===== config.mk =====
export PLATFORM = sky130hd
export DESIGN_NAME = pfss_sequencer
export DESIGN_NICKNAME = d
export VERILOG_FILES = /design/src/verilog/pfss_step_timer.v /design/src/verilog/pfss_sequencer.v
export VERILOG_INCLUDE_DIRS = /design/src /design/src/include
export SDC_FILE = /design/constraint.sdc
export NUM_CORES = 1
export LEC_CHECK = 0
export BUFFER_PORTS_ARGS = -buffer_cell sky130_fd_sc_hd__buf_2
export CORE_MARGIN = 2
export CORE_UTILIZATION = 40
export CTS_CLUSTER_SIZE = 25
export DETAILED_ROUTE_END_ITERATION = 16
export GPL_ROUTABILITY_DRIVEN = 0
export PLACE_DENSITY = 0.57
export SETUP_SLACK_MARGIN = 0.05
export SYNTH_ARGS = -nofsm -noshare
export SYNTH_HDL_FRONTEND = slang
export SYNTH_SLANG_ARGS = --single-unit

===== constraint.sdc =====
create_clock -name clk_i -period 17.8 [get_ports clk_i]
set_input_delay 0.89 -clock clk_i [delete_from_list [all_inputs] [get_ports clk_i]]
set_output_delay 0.89 -clock clk_i [all_outputs]
set_load 0.05 [all_outputs]

===== src/include/pfss_map.vh =====
// Constants for the paper feed stepper sequencer
`ifndef PFSS_MAP_VH
`define PFSS_MAP_VH

// Clock and timing
`define PFSS_CLK_MHZ        20
`define PFSS_US_PER_S       1000000
`define PFSS_PPS_FULL       3200
`define PFSS_PPS_REDUCED    2720
`define PFSS_PPS_LOAD       320
`define PFSS_STOP_HOLD_US   20000

// Feed geometry
`define PFSS_STEPS_PER_MM   16
`define PFSS_LOAD_SLOW_MM   300
`define PFSS_STEPS_PER_LINE 2

// Acceleration table shape
`define PFSS_TBL_LAST       48
`define PFSS_TAIL_DEC_US    7
`define PFSS_RAMP_MAX       127

// Phase patterns of step states 1..4 as {phase_in_a, phase_in_b}
`define PFSS_PAT_STEP1      2'b11
`define PFSS_PAT_STEP2      2'b01
`define PFSS_PAT_STEP3      2'b00
`define PFSS_PAT_STEP4      2'b10

`endif


===== src/verilog/pfss_step_timer.v =====
// Down counter that times one step state
`default_nettype none

module pfss_step_timer (
	input  wire        clk_i,
	input  wire        srst_i,
	input  wire        load_i,
	input  wire [23:0] count_i,
	output wire        done_o
);

	reg [23:0] cnt;

	always @(posedge clk_i) begin
		if (srst_i) begin
			cnt <= 24'h00_0000;
		end else if (load_i) begin
			cnt <= count_i;
		end else if (cnt != 24'h00_0000) begin
			cnt <= cnt - 24'h00_0001;
		end
	end

	// Pulses in the last cycle of the loaded period
	assign done_o = (cnt == 24'h00_0001);

endmodule

`default_nettype wire


===== src/verilog/pfss_sequencer.v =====
// Paper feed stepper sequencer driving a bipolar chopper motor driver
`include "pfss_map.vh"
`default_nettype none

module pfss_sequencer #(
	parameter integer CYC_PER_US = `PFSS_CLK_MHZ
) (
	input  wire        clk_i,
	input  wire        srst_i,
	input  wire        feed_start_i,
	input  wire [23:0] feed_steps_i,
	input  wire        autoload_i,
	input  wire        reduced_rate_i,
	output wire        start_ready_o,
	output wire        busy_o,
	output wire        print_allow_o,
	output reg         at_speed_o,
	output reg         step_o,
	output reg         dot_line_o,
	output reg  [23:0] steps_done_o,
	output reg  [22:0] dot_lines_o,
	output reg         phase_in_a_o,
	output reg         phase_in_b_o,
	output reg         phase_in_c_o,
	output reg         phase_in_d_o,
	output reg         motor_drive_enable_line_o
);

	////////////////////////////////////////////////////////////////////////
	// Timing counts

	localparam integer CYC_PER_S = CYC_PER_US * `PFSS_US_PER_S;
	localparam integer CYC_FULL_I =
		(CYC_PER_S + `PFSS_PPS_FULL - 1) / `PFSS_PPS_FULL;
	localparam integer CYC_RED_I =
		(CYC_PER_S + `PFSS_PPS_REDUCED - 1) / `PFSS_PPS_REDUCED;
	localparam integer CYC_LOAD_I =
		(CYC_PER_S + `PFSS_PPS_LOAD - 1) / `PFSS_PPS_LOAD;
	localparam integer CYC_STOP_I = `PFSS_STOP_HOLD_US * CYC_PER_US;
	localparam integer LOAD_STEPS_I =
		`PFSS_LOAD_SLOW_MM * `PFSS_STEPS_PER_MM;
	localparam integer RAMP_MAX_I = `PFSS_RAMP_MAX;
	localparam integer TBL_LAST_I = `PFSS_TBL_LAST;
	localparam integer TAIL_DEC_I = `PFSS_TAIL_DEC_US;

	localparam [23:0] CYC_FULL   = CYC_FULL_I[23:0];
	localparam [23:0] CYC_RED    = CYC_RED_I[23:0];
	localparam [23:0] CYC_LOAD   = CYC_LOAD_I[23:0];
	localparam [23:0] CYC_STOP   = CYC_STOP_I[23:0];
	localparam [23:0] LOAD_STEPS = LOAD_STEPS_I[23:0];
	localparam [6:0]  RAMP_MAX   = RAMP_MAX_I[6:0];
	localparam [6:0]  TBL_LAST   = TBL_LAST_I[6:0];
	localparam [12:0] TAIL_DEC   = TAIL_DEC_I[12:0];

	////////////////////////////////////////////////////////////////////////
	// States

	localparam [3:0] ST_PAUSE = 4'b0001;
	localparam [3:0] ST_START = 4'b0010;
	localparam [3:0] ST_RUN   = 4'b0100;
	localparam [3:0] ST_STOPH = 4'b1000;

	////////////////////////////////////////////////////////////////////////
	// Acceleration table in microseconds

	function [12:0] accel_us;
		input [6:0] idx;
		begin
			case (idx)
			7'd0:    accel_us = 13'd5653;
			7'd1:    accel_us = 13'd5653;
			7'd2:    accel_us = 13'd3494;
			7'd3:    accel_us = 13'd2698;
			7'd4:    accel_us = 13'd2265;
			7'd5:    accel_us = 13'd1986;
			7'd6:    accel_us = 13'd1787;
			7'd7:    accel_us = 13'd1637;
			7'd8:    accel_us = 13'd1519;
			7'd9:    accel_us = 13'd1423;
			7'd10:   accel_us = 13'd1343;
			7'd11:   accel_us = 13'd1274;
			7'd12:   accel_us = 13'd1215;
			7'd13:   accel_us = 13'd1164;
			7'd14:   accel_us = 13'd1118;
			7'd15:   accel_us = 13'd1078;
			7'd16:   accel_us = 13'd1041;
			7'd17:   accel_us = 13'd1008;
			7'd18:   accel_us = 13'd977;
			7'd19:   accel_us = 13'd948;
			7'd20:   accel_us = 13'd922;
			7'd21:   accel_us = 13'd901;
			7'd22:   accel_us = 13'd880;
			7'd23:   accel_us = 13'd861;
			7'd24:   accel_us = 13'd843;
			7'd25:   accel_us = 13'd826;
			7'd26:   accel_us = 13'd810;
			7'd27:   accel_us = 13'd795;
			7'd28:   accel_us = 13'd781;
			7'd29:   accel_us = 13'd767;
			7'd30:   accel_us = 13'd748;
			7'd31:   accel_us = 13'd735;
			7'd32:   accel_us = 13'd723;
			7'd33:   accel_us = 13'd712;
			7'd34:   accel_us = 13'd701;
			7'd35:   accel_us = 13'd690;
			7'd36:   accel_us = 13'd680;
			7'd37:   accel_us = 13'd671;
			7'd38:   accel_us = 13'd662;
			7'd39:   accel_us = 13'd653;
			7'd40:   accel_us = 13'd644;
			7'd41:   accel_us = 13'd636;
			7'd42:   accel_us = 13'd628;
			7'd43:   accel_us = 13'd621;
			7'd44:   accel_us = 13'd613;
			7'd45:   accel_us = 13'd606;
			7'd46:   accel_us = 13'd599;
			7'd47:   accel_us = 13'd593;
			7'd48:   accel_us = 13'd586;
			default: accel_us = 13'd0;
			endcase
		end
	endfunction

	// Table time in cycles; past the table the time keeps shrinking
	function [23:0] accel_cyc;
		input [6:0] idx;
		reg   [12:0] us;
		reg   [12:0] dec;
		reg   [31:0] prod;
		begin
			dec = 13'd0;
			us  = accel_us(idx);
			if (idx > TBL_LAST) begin
				dec = TAIL_DEC * {6'd0, idx - TBL_LAST};
				us  = (dec < accel_us(TBL_LAST)) ?
					accel_us(TBL_LAST) - dec : 13'd0;
			end
			prod = {19'd0, us} * CYC_PER_US;
			accel_cyc = prod[23:0];
		end
	endfunction

	// Step time never shorter than the present rate limit
	function [23:0] step_cyc;
		input [6:0]  idx;
		input [23:0] lim;
		reg   [23:0] t;
		begin
			t = accel_cyc(idx);
			step_cyc = (t > lim) ? t : lim;
		end
	endfunction

	// Phase pattern of a step state index 0..3
	function [1:0] pattern;
		input [1:0] ph;
		begin
			case (ph)
			2'd0:    pattern = `PFSS_PAT_STEP1;
			2'd1:    pattern = `PFSS_PAT_STEP2;
			2'd2:    pattern = `PFSS_PAT_STEP3;
			2'd3:    pattern = `PFSS_PAT_STEP4;
			default: pattern = `PFSS_PAT_STEP1;
			endcase
		end
	endfunction

	////////////////////////////////////////////////////////////////////////
	// State

	reg  [3:0]  state;
	reg  [1:0]  ph;
	reg  [6:0]  ridx;
	reg  [23:0] target;
	reg         auto;
	reg  [3:0]  next_state;
	reg  [1:0]  next_ph;
	reg  [6:0]  next_ridx;
	reg  [23:0] next_target;
	reg         next_auto;
	reg  [23:0] next_done;
	reg  [22:0] next_lines;
	reg         next_step;
	reg         next_line;
	reg         load;
	reg  [23:0] load_val;
	reg  [23:0] limit;
	reg  [6:0]  adv_idx;
	reg  [1:0]  pat;
	reg         next_on;
	wire        tdone;
	wire        go;

	assign start_ready_o = (state == ST_PAUSE) || (state == ST_STOPH);
	assign go = feed_start_i && start_ready_o
		&& (feed_steps_i != 24'h00_0000);
	assign busy_o = (state != ST_PAUSE);
	assign print_allow_o = (state == ST_RUN);

	pfss_step_timer u_timer (
		.clk_i   (clk_i),
		.srst_i  (srst_i),
		.load_i  (load),
		.count_i (load_val),
		.done_o  (tdone)
	);

	////////////////////////////////////////////////////////////////////////
	// Next state

	always @* begin
		next_state  = state;
		next_ph     = ph;
		next_ridx   = ridx;
		next_target = target;
		next_auto   = auto;
		next_done   = steps_done_o;
		next_lines  = dot_lines_o;
		next_step   = 1'b0;
		next_line   = 1'b0;
		load        = 1'b0;
		load_val    = 24'h00_0000;
		// Slow rate during the first part of an auto-load
		if (auto && (steps_done_o < LOAD_STEPS)) begin
			limit = CYC_LOAD;
		end else if (reduced_rate_i) begin
			limit = CYC_RED;
		end else begin
			limit = CYC_FULL;
		end
		// Ramp advances only while slower than the limit
		adv_idx = ((accel_cyc(ridx) > limit) && (ridx != RAMP_MAX)) ?
			ridx + 7'd1 : ridx;
		case (state)
		ST_PAUSE: begin
			if (go) begin
				next_target = feed_steps_i;
				next_auto   = autoload_i;
				next_done   = 24'h00_0000;
				next_lines  = 23'h00_0000;
				next_ridx   = 7'd0;
				load        = 1'b1;
				load_val    = accel_cyc(7'd0);
				next_state  = ST_START;
			end
		end
		ST_START: begin
			if (tdone) begin
				next_ph    = ph + 2'd1;
				next_ridx  = 7'd1;
				load       = 1'b1;
				load_val   = step_cyc(7'd1, limit);
				next_state = ST_RUN;
			end
		end
		ST_RUN: begin
			if (tdone) begin
				next_done = steps_done_o + 24'h00_0001;
				next_step = 1'b1;
				if (steps_done_o[0]) begin
					next_line  = 1'b1;
					next_lines = dot_lines_o + 23'h00_0001;
				end
				if (next_done == target) begin
					load       = 1'b1;
					load_val   = CYC_STOP;
					next_state = ST_STOPH;
				end else begin
					next_ph   = ph + 2'd1;
					next_ridx = adv_idx;
					load      = 1'b1;
					load_val  = step_cyc(adv_idx, limit);
				end
			end
		end
		ST_STOPH: begin
			if (go) begin
				next_target = feed_steps_i;
				next_auto   = autoload_i;
				next_done   = 24'h00_0000;
				next_lines  = 23'h00_0000;
				next_ph     = ph + 2'd1;
				next_ridx   = 7'd1;
				load        = 1'b1;
				load_val    = step_cyc(7'd1, CYC_FULL);
				next_state  = ST_RUN;
			end else if (tdone) begin
				next_state = ST_PAUSE;
			end
		end
		default: begin
			next_state = ST_PAUSE;
		end
		endcase
		next_on = (next_state != ST_PAUSE);
		pat = pattern(next_ph);
	end

	////////////////////////////////////////////////////////////////////////
	// Registers and pins

	always @(posedge clk_i) begin
		if (srst_i) begin
			state                     <= ST_PAUSE;
			ph                        <= 2'd0;
			ridx                      <= 7'd0;
			target                    <= 24'h00_0000;
			auto                      <= 1'b0;
			steps_done_o              <= 24'h00_0000;
			dot_lines_o               <= 23'h00_0000;
			step_o                    <= 1'b0;
			dot_line_o                <= 1'b0;
			at_speed_o                <= 1'b0;
			phase_in_a_o              <= 1'b0;
			phase_in_b_o              <= 1'b0;
			phase_in_c_o              <= 1'b0;
			phase_in_d_o              <= 1'b0;
			motor_drive_enable_line_o <= 1'b0;
		end else begin
			state        <= next_state;
			ph           <= next_ph;
			ridx         <= next_ridx;
			target       <= next_target;
			auto         <= next_auto;
			steps_done_o <= next_done;
			dot_lines_o  <= next_lines;
			step_o       <= next_step;
			dot_line_o   <= next_line;
			at_speed_o   <= (next_state == ST_RUN) && load
				&& (load_val == limit);
			// Windings off in pause, pattern held otherwise
			phase_in_a_o <= next_on & pat[1];
			phase_in_b_o <= next_on & pat[0];
			phase_in_c_o <= 1'b0;
			phase_in_d_o <= 1'b0;
			motor_drive_enable_line_o <= next_on;
		end
	end

endmodule

`default_nettype wire


==> results.cfg, run 1 <==
[die]
core.rowCount = 64
num_io_pins = 87
die_w_um = 179.5
initial_utilization_pct = 40.49
die_h_um = 179.5
fp.dieArea_um2 = 32220
core_um2 = 30430

[hold_path]
holdPathStages = 2
min_path_type = register to register
hold_path_end = auto
worstHoldStart = auto

[yosys]
yosys-top-cells-area = dfxtp_1 21%, ha_1 12%, nor2_1 5.3%
synth_top_flop_cell = dfxtp_1
synthTopCellsByCount = 173 x nor2_1, 150 x nand2_1, 128 x dfxtp_1, 126 x a21oi_1, 117 x ha_1
synth.most_common_cell = nor2_1
netlist_instances = 1620
synth_top_area_share_pct = 20.80
yosys_register_bits = 128
seq_area_frac_synth_pct = 20.80
yosys_warnings = 0
synthArstFlopShare_pct = 0
synth_cell_types = 103
synth_area_um2 = 12320
syn_avg_cell_area_um2 = 7.605
yosysTopAreaCell = dfxtp_1
synth_edf_count = 0

[worst_setup_path]
required_ns = 18.11
cp-start-kind = register
timing.rr.start = ridx[0]
r2r_slack_ns = 1.40
critPathMaxFanout = 14
critPathSlowestCell = dfxtp_1
r2r_cells = 64
max_stage_delay_ns = 0.71
cp-end-kind = register
rr_endpoint = at_speed_o
cp_common_cell = ha_1
arrival_ns = 16.71
worstSetupPathType = register to register

[power_and_ir_drop]
internal_power_w = 0.0006623
leakagePower_nw = 5.632
irDropWorstVdd_mv = 0.06366
p_per_area_nw_per_um2 = 78.70
power.switching_w = 0.0004067
power_frac_comb_pct = 33.6
clockPowerShare_pct = 33.6
power.share.switching_pct = 38.05
seqPwrFrac_pct = 32.7

[placed_design]
post-place-ws_ns = 1.559
dp_hpwl_um = 27900
dp_cells = 2031
io_buffers = 84

[global_routing]
grt_antenna_before_repair = 0
grt_pass1_wl_um = 60880
grt_pass1_vias = 11548
grt_max_degree = 48
overflow = 0
grtUsageTotal_pct = 22.53

[clock_tree]
root_buffer = clkbuf_16
cts_tree = done
cts_hold_buf = 0
clk_pin_slew_ns = 0.06
cts_buffers = 17
htree_levels = 4
clkSinkCount = 128
post_cts.repair.setup_buffers = 0
clockBufferDepth = 2
ctsResizeCount = 0
clock_latency_ns = 0.42

[layout]
finalNetCount = 1807
diodes = 0
fillers = 3126
finish.utilization_pct = 44.64
post_route_cells_drive_above_1_share_pct = 11.76
syn_to_final_growth_pct = 10.26
finalNonFillerCells = 2063

[run_status]
status = finished clean

[sta]
min_period_ns = 16.40
setup_viol = 0
rsz0062_at_grt = no
period_share_pct = 92.13
skew_ns = 0.01840
max_freq_ghz = 0.06098
slew_headroom_pct = 34.24
finalWorstSetupSlack_ns = 1.401
worst_pin_slew_ns = 0.9828
hold_violations = 0
fin_tns_setup_ns = 0
maxSlewViolCount = 0

[run]
drv_cap = 0

[drt]
routed-via-count = 12216
dr.pass1.iters = 5
avgRoutedWirePerCell_um = 18.05
drtIter0Drc = 1111
ant_nets = 0
routed_wl_um = 37230
drc = 0
via_per_inst = 5.921
-- area by class of cell --
class                   instances  area [um^2]  area share, %
repair buffers                 96        510.5          3.758
clock inverters                15        175.2          1.289
flip-flops and latches        128         2564          18.87
well taps                     396        495.5          3.647
clock buffers                  17        425.4          3.132
multi-input cells            1333         9121          67.15
inverters                      78        292.8          2.155
-- per-layer routing --
metal	part of all wire, %	vias to the layer above	GRT usage (%)	wire, um
met4	2.6	0	7.317	973
met5	0	-	0	0
met2	46	389	37.50	17220
met1	46	5782	30.03	17210
met3	4.9	67	3.181	1829
li1	-	5978	-	-
-- cells by family after synthesis --
logic type | count (synthesis) | share of synthesized area, %
muxes | 40 | 3.443
adders and majority gates | 124 | 13.02
AOI/OAI and AO/OA | 453 | 25.06
other | 1 | 0.03044
DFF | 128 | 20.80
xor gates and xnor gates | 120 | 8.642
and+or+nand+nor | 594 | 23.78
buffers and inverters | 160 | 5.220
-- power groups by stage --
stage | registers (W) | clock network, W | logic (W)
after detailed placement | 0.000355 | 0 | 0.000356
after floorplan | 0.000358 | 0 | 0.000267
after global routing | 0.000355 | 0.000378 | 0.000400
after global placement | 0.000355 | 0 | 0.000355
after CTS | 0.000349 | 0.000366 | 0.000358
final | 0.000350 | 0.000359 | 0.000360
-- worst max-delay path, delay by kind of cell, from the launching register on --
| family | cells | cell delay [ns] |
|---|---|---|
| flops | 1 | 0.71 |
| fa+ha+maj | 11 | 3.51 |
| mux | 1 | 0.38 |
| buf+inv | 3 | 0.36 |
| compound gates | 33 | 8.56 |
| simple gates | 14 | 2.28 |
| xor+xnor | 2 | 0.45 |
-- per-stage QoR --
stage / cell area, um^2 / power (W) / hold slack, ns
floorplan: 12320 / 0.0006247 / 0.4316
global placement: 12980 / 0.0007095 / 0.4494
detailed placement: 12980 / 0.0007113 / 0.4632
CTS: 13580 / 0.001074 / 0.4720
global route: 13580 / 0.001132 / 0.4831
finish: 13580 / 0.001069 / 0.4683
-- worst max-delay path by stage --
| stage | end | from | cells past startpoint |
|---|---|---|---|
| 2_1_floorplan | at_speed_o | ridx[2] | 65 |
| 3_3_place_gp | at_speed_o | ridx[5] | 66 |
| 3_5_place_dp | at_speed_o | ridx[5] | 65 |
| 4_1_cts | at_speed_o | ridx[5] | 68 |
| 5_1_grt | at_speed_o | ridx[0] | 67 |
| 6_report | at_speed_o | ridx[0] | 64 |
-- cells in the final DEF (no fill, tap or decap), types with 24 or more instances in the layout --
master / n
nor2_1: 172
nand2_1: 150
dfxtp_1: 127
a21oi_1: 126
ha_1: 117
o21ai_0: 85
buf_2: 84
xnor2_1: 69
inv_1: 67
xor2_1: 50
nor3_1: 49
nand3_1: 45
mux2i_1: 33
nor4_1: 30
o211ai_1: 25
nand4_1: 24
(Power assumes the default switching activity.)
==> inputs of run 2 (changes only) <==
--- a/config.mk
+++ b/config.mk
@@ -7,6 +7,7 @@
 export NUM_CORES = 1
 export LEC_CHECK = 0
 export BUFFER_PORTS_ARGS = -buffer_cell sky130_fd_sc_hd__buf_2
+export CORE_ASPECT_RATIO = 1.2
 export CORE_MARGIN = 2
 export CORE_UTILIZATION = 40
 export CTS_CLUSTER_SIZE = 25
==> run 2 against run 1 <==
Effect of this change:
- global-route usage rose by 0.78 points
- sequential share of layout area barely moved
- non-clock buffer count rose by 1
- clock power rose by 2%
- first-iteration DRC count fell by 11%
- total power rose by 1.2%
- worst setup slack improved by 0.28 ns
- flip-flop and latch count did not move
- clock-buffer cell count rose by 6
- core utilization rose by 0.10 points
- maximum frequency rose by 1.7%
- die area barely moved
- critical path type unchanged
- largest power group is now the clock network
==> results.cfg, run 2 (synthesized netlist as in run 1, its figures left out) <==
[clock_tree]
clockBufferDepth = 2
ctsResizeCount = 0
cts_tree = done
root_buffer = clkbuf_16
clk_pin_slew_ns = 0.06
clock_latency_ns = 0.43
cts_buffers = 17
clkSinkCount = 128
cts_hold_buf = 0
htree_levels = 4
post_cts.repair.setup_buffers = 0

[worst_setup_path]
r2r_cells = 67
worstSetupPathType = register to register
timing.rr.start = ridx[2]
path_delay_family = compound AO/OA/AOI/OAI gates
cp-end-kind = register
r2r_slack_ns = 1.68
cp-start-kind = register
critPathSlowestCell = fa_1
arrival_ns = 16.45
required_ns = 18.13
crit_buf_inv = 5
critPathMaxFanout = 27
max_stage_delay_ns = 0.58
rr_endpoint = at_speed_o
cp_common_cell = ha_1

[placed_design]
dp_hpwl_um = 28520
place_area_um2 = 12990
dp_cells = 2032
post-place-ws_ns = 1.608
io_buffers = 84

[sta]
min_period_ns = 16.12
hold_violations = 0
period_share_pct = 90.56
setup_viol = 0
maxSlewViolCount = 0
fin_tns_setup_ns = 0
rsz0062_at_grt = no
max_freq_ghz = 0.06203
finalWorstSetupSlack_ns = 1.680
worst_pin_slew_ns = 0.9169
skew_ns = 0.01085
slew_headroom_pct = 38.31

[hold_path]
hold_path_end = auto
holdPathStages = 2
worstHoldStart = auto
min_path_type = register to register

[global_routing]
grt_antenna_before_repair = 0
overflow = 0
grt_max_degree = 80
grtUsageTotal_pct = 23.32
grt_pass1_vias = 11758
grt_pass1_wl_um = 60720

[drt]
dr.pass1.iters = 5
routed-via-count = 12300
avgRoutedWirePerCell_um = 18.37
routed_wl_um = 37860
via_per_inst = 5.968
drc = 0
ant_nets = 0
drtIter0Drc = 985

[layout]
post_route_cells_drive_above_1_share_pct = 11.47
fillers = 3047
finalNetCount = 1808
final_cell_mix = 172 x nor2_1, 150 x nand2_1, 127 x dfxtp_1
diodes = 0
finalNonFillerCells = 2061
mostFrequentLayoutCell = nor2_1
syn_to_final_growth_pct = 10.37
finish.instance_area_um2 = 13600

[run_status]
status = finished clean

[power_and_ir_drop]
leakagePower_nw = 5.637
internal_power_w = 0.0006929
power.switching_w = 0.0003887
p_per_area_nw_per_um2 = 79.54
seqPwrFrac_pct = 32.4
irDropWorstVdd_mv = 0.08919
power_frac_comb_pct = 33.7
power.share.switching_pct = 35.94
clockPowerShare_pct = 33.9

[die]
fp.dieArea_um2 = 32230
die_w_um = 164.2
die_h_um = 196.3
num_io_pins = 87
initial_utilization_pct = 40.54
core_um2 = 30390
core.rowCount = 70

[run]
drv_cap = 0
## run 2: layout make-up
class	count	area, um^2	share of cell area (%)
Tap cell	396	495.5	3.644
Clock inverter	6	132.6	0.9753
Sequential cell	128	2564	18.85
Multi-Input combinational cell	1333	9125	67.11
Inverter	78	292.8	2.153
Clock buffer	23	467.9	3.441
Timing Repair Buffer	97	520.5	3.828
## run 2: metal layers
metal,GRT usage [%],share of wire [%],vias to the layer above
li1,-,-,5984
met1,28.27,43,5828
met2,40.62,49,399
met3,3.510,4.8,89
met4,9.942,3.5,0
met5,0,0,-
## run 2: through the flow
step           hold WS [ns]  total power (W)  util, %
6_report             0.4545         0.001082    44.74
5_1_grt              0.5056         0.001141    44.74
4_1_cts              0.4606         0.001086    44.73
3_5_place_dp         0.4527        0.0007162    42.75
3_3_place_gp         0.4476        0.0007142    42.75
2_1_floorplan        0.4316        0.0006247        -
## run 2: worst max-delay path by stage
stage          slack, ns          to  cells after the start     from
3_3_place_gp        2.19  at_speed_o                     66  ridx[5]
2_1_floorplan       3.86  at_speed_o                     65  ridx[2]
3_5_place_dp        1.61  at_speed_o                     69  ridx[5]
5_1_grt             0.07  at_speed_o                     68  ridx[4]
6_report            1.68  at_speed_o                     67  ridx[2]
4_1_cts             1.53  at_speed_o                     68  ridx[5]
## run 2: worst reg2reg max path, delay by kind of cell, from the launching register on
kind                     cells  cell delay, ns
AO/OA/AOI/OAI               31            8.10
adder cells (fa/ha/maj)     13            3.67
AND/OR/NAND/NOR             16            2.58
buffers and inverters        5            0.77
flip-flops                   1            0.49
XOR/XNOR                     2            0.41
## run 2: power groups by stage
stage / clock network (W) / registers (W) / logic (W)
after floorplan: 0 / 0.000358 / 0.000267
after global placement: 0 / 0.000355 / 0.000360
after detailed placement: 0 / 0.000355 / 0.000362
after CTS: 0.000373 / 0.000349 / 0.000363
after global routing: 0.000383 / 0.000354 / 0.000404
final: 0.000366 / 0.000350 / 0.000365
==> inputs of run 3 (changes only) <==
==> constraint.sdc (replaced) <==
create_clock -name clk_i -period 20.7 [get_ports clk_i]
set_input_delay 1.035 -clock clk_i [delete_from_list [all_inputs] [get_ports clk_i]]
set_output_delay 1.035 -clock clk_i [all_outputs]
set_load 0.05 [all_outputs]
==> run 3 against run 2 <==
Effect of this change:
- core utilization fell by 0.11 points
- non-clock buffer count fell by 1
- register-to-register slack improved by 2.1 ns
- die area did not move
- flip-flop and latch count did not move
- first-iteration DRC count rose by 0.51%
- worst setup slack improved by 2.1 ns
- largest cell class unchanged
- highest routed layer unchanged
==> results.cfg, run 3 (synthesized netlist as in run 1, its figures left out) <==
[sta]
max_freq_ghz = 0.05923
worst_pin_slew_ns = 0.8860
min_period_ns = 16.88
finalWorstSetupSlack_ns = 3.817
hold_violations = 0
maxSlewViolCount = 0
period_share_pct = 81.56
skew_ns = 0.009223
setup_viol = 0
fin_tns_setup_ns = 0
rsz0062_at_grt = no
slew_headroom_pct = 40.72

[placed_design]
post-place-ws_ns = 4.111
dp_hpwl_um = 28530
io_buffers = 84

[global_routing]
top_usage_layer = met2
grt_max_degree = 61
grt_pass1_wl_um = 61510
grtUsageMet2_pct = 39.98
use_met3_pct = 3.721
grt_pass1_vias = 11720
grtUsageTotal_pct = 23.57
overflow = 0
grt_antenna_before_repair = 0
grt_use_met1_pct = 28.90

[layout]
post_route_cells_drive_above_1_share_pct = 11.70
multi_input_area_um2 = 9121
final_cell_mix = 172 x nor2_1, 150 x nand2_1, 128 x dfxtp_1
fillers = 3025
finalNetCount = 1807
diodes = 0
mostFrequentLayoutCell = nor2_1
seq_area_um2 = 2562
syn_to_final_growth_pct = 10.09

[power_and_ir_drop]
power.total_w = 0.0009126
irDropWorstVdd_mv = 0.08787
leakagePower_nw = 5.626
power_frac_comb_pct = 34.2
internal_power_w = 0.0005698
clockPowerShare_pct = 32.8
power.switching_w = 0.0003428
p_per_area_nw_per_um2 = 67.28
seqPwrFrac_pct = 33.0
power.share.switching_pct = 37.57

[die]
die_h_um = 196.3
core.rowCount = 70
initial_utilization_pct = 40.54
fp.dieArea_um2 = 32230
die_w_um = 164.2
core_um2 = 30390
num_io_pins = 87

[hold_path]
min_path_type = register to register

[drt]
routed-via-count = 12364
drtIter0Drc = 990
drc = 0
ant_nets = 0
avgRoutedWirePerCell_um = 18.25
via_per_inst = 5.993
dr.pass1.iters = 6
routed_wl_um = 37650

[worst_setup_path]
worstSetupEndpoint = at_speed_o
required_ns = 21.03
arrival_ns = 17.21
crit_path_start = ridx[5]
critPathMaxFanout = 27
cp-start-kind = register
r2r_cells = 68
critPathSlowestCell = a21boi_1
max_stage_delay_ns = 0.78
cp-end-kind = register
cp_common_cell = ha_1
rr_endpoint = at_speed_o
worstSetupPathType = register to register
r2r_slack_ns = 3.82
timing.rr.start = ridx[5]

[clock_tree]
clock_latency_ns = 0.43
ctsResizeCount = 0
cts_tree = done
cts_hold_buf = 0
cts_buffers = 17
htree_levels = 4
root_buffer = clkbuf_16
post_cts.repair.setup_buffers = 0
clockBufferDepth = 2
clkSinkCount = 128
clk_pin_slew_ns = 0.06

[run_status]
status = finished clean

[run]
drv_cap = 0
run 3: changes by cell type in the layout (fill, tap and decap cells not counted), sizes merged:
cell and change:
buf -1, inv +1, bufinv -2, clkinv +8, clkbuf -5, clkinvlp +1
run 3: how the worst min path moves through the flow:
stage / startpoint / to / slack [ns] / depth (start not counted)
floorplan: auto / auto / 0.43 / 2
global placement: auto / auto / 0.45 / 2
detailed placement: auto / auto / 0.46 / 2
CTS: auto / auto / 0.47 / 2
global route: auto / auto / 0.51 / 2
finish: auto / auto / 0.46 / 2
run 3: area by class of cell:
| cell class | count | area share (%) |
|---|---|---|
| well taps | 396 | 3.653 |
| inverters | 78 | 2.158 |
| clock buffers | 18 | 3.238 |
| clock inverters | 14 | 1.033 |
| multi-input cells | 1333 | 67.24 |
| flip-flops and latches | 128 | 18.89 |
| repair buffers | 96 | 3.782 |
run 3: per-stage QoR:
stage          cells  utilization, %  hold WS, ns  cell area (um^2)
2_1_floorplan   1621               -       0.4316             12320
3_3_place_gp    2031           42.73       0.4514             12990
3_5_place_dp    2031           42.73       0.4576             12990
4_1_cts         2063           44.63       0.4668             13560
5_1_grt         2063           44.63       0.5105             13560
6_report        2063           44.63       0.4646             13560
run 3: metal layers:
metal	part of all wire, %	vias up
met3	5.8	112
met4	4.3	0
met2	48	512
met5	0	-
met1	42	5741
li1	-	5999
run 3: critical path, delay by kind of cell, from the launching register on:
kind | cells | cell delay [ns]
adders and majority gates | 13 | 3.67
buffers and inverters | 5 | 0.83
and+or+nand+nor | 13 | 2.22
AOI/OAI and AO/OA | 33 | 8.59
DFF | 1 | 0.73
xor gates and xnor gates | 4 | 0.72
run 3: power by group through the flow:
| stage | Clock, W | Combinational [W] | Sequential [W] |
|---|---|---|---|
| floorplan | 0 | 0.000229 | 0.000308 |
| global placement | 0 | 0.000309 | 0.000305 |
| detailed placement | 0 | 0.000311 | 0.000305 |
| CTS | 0.000304 | 0.000313 | 0.000300 |
| global route | 0.000312 | 0.000346 | 0.000305 |
| finish | 0.000299 | 0.000312 | 0.000301 |
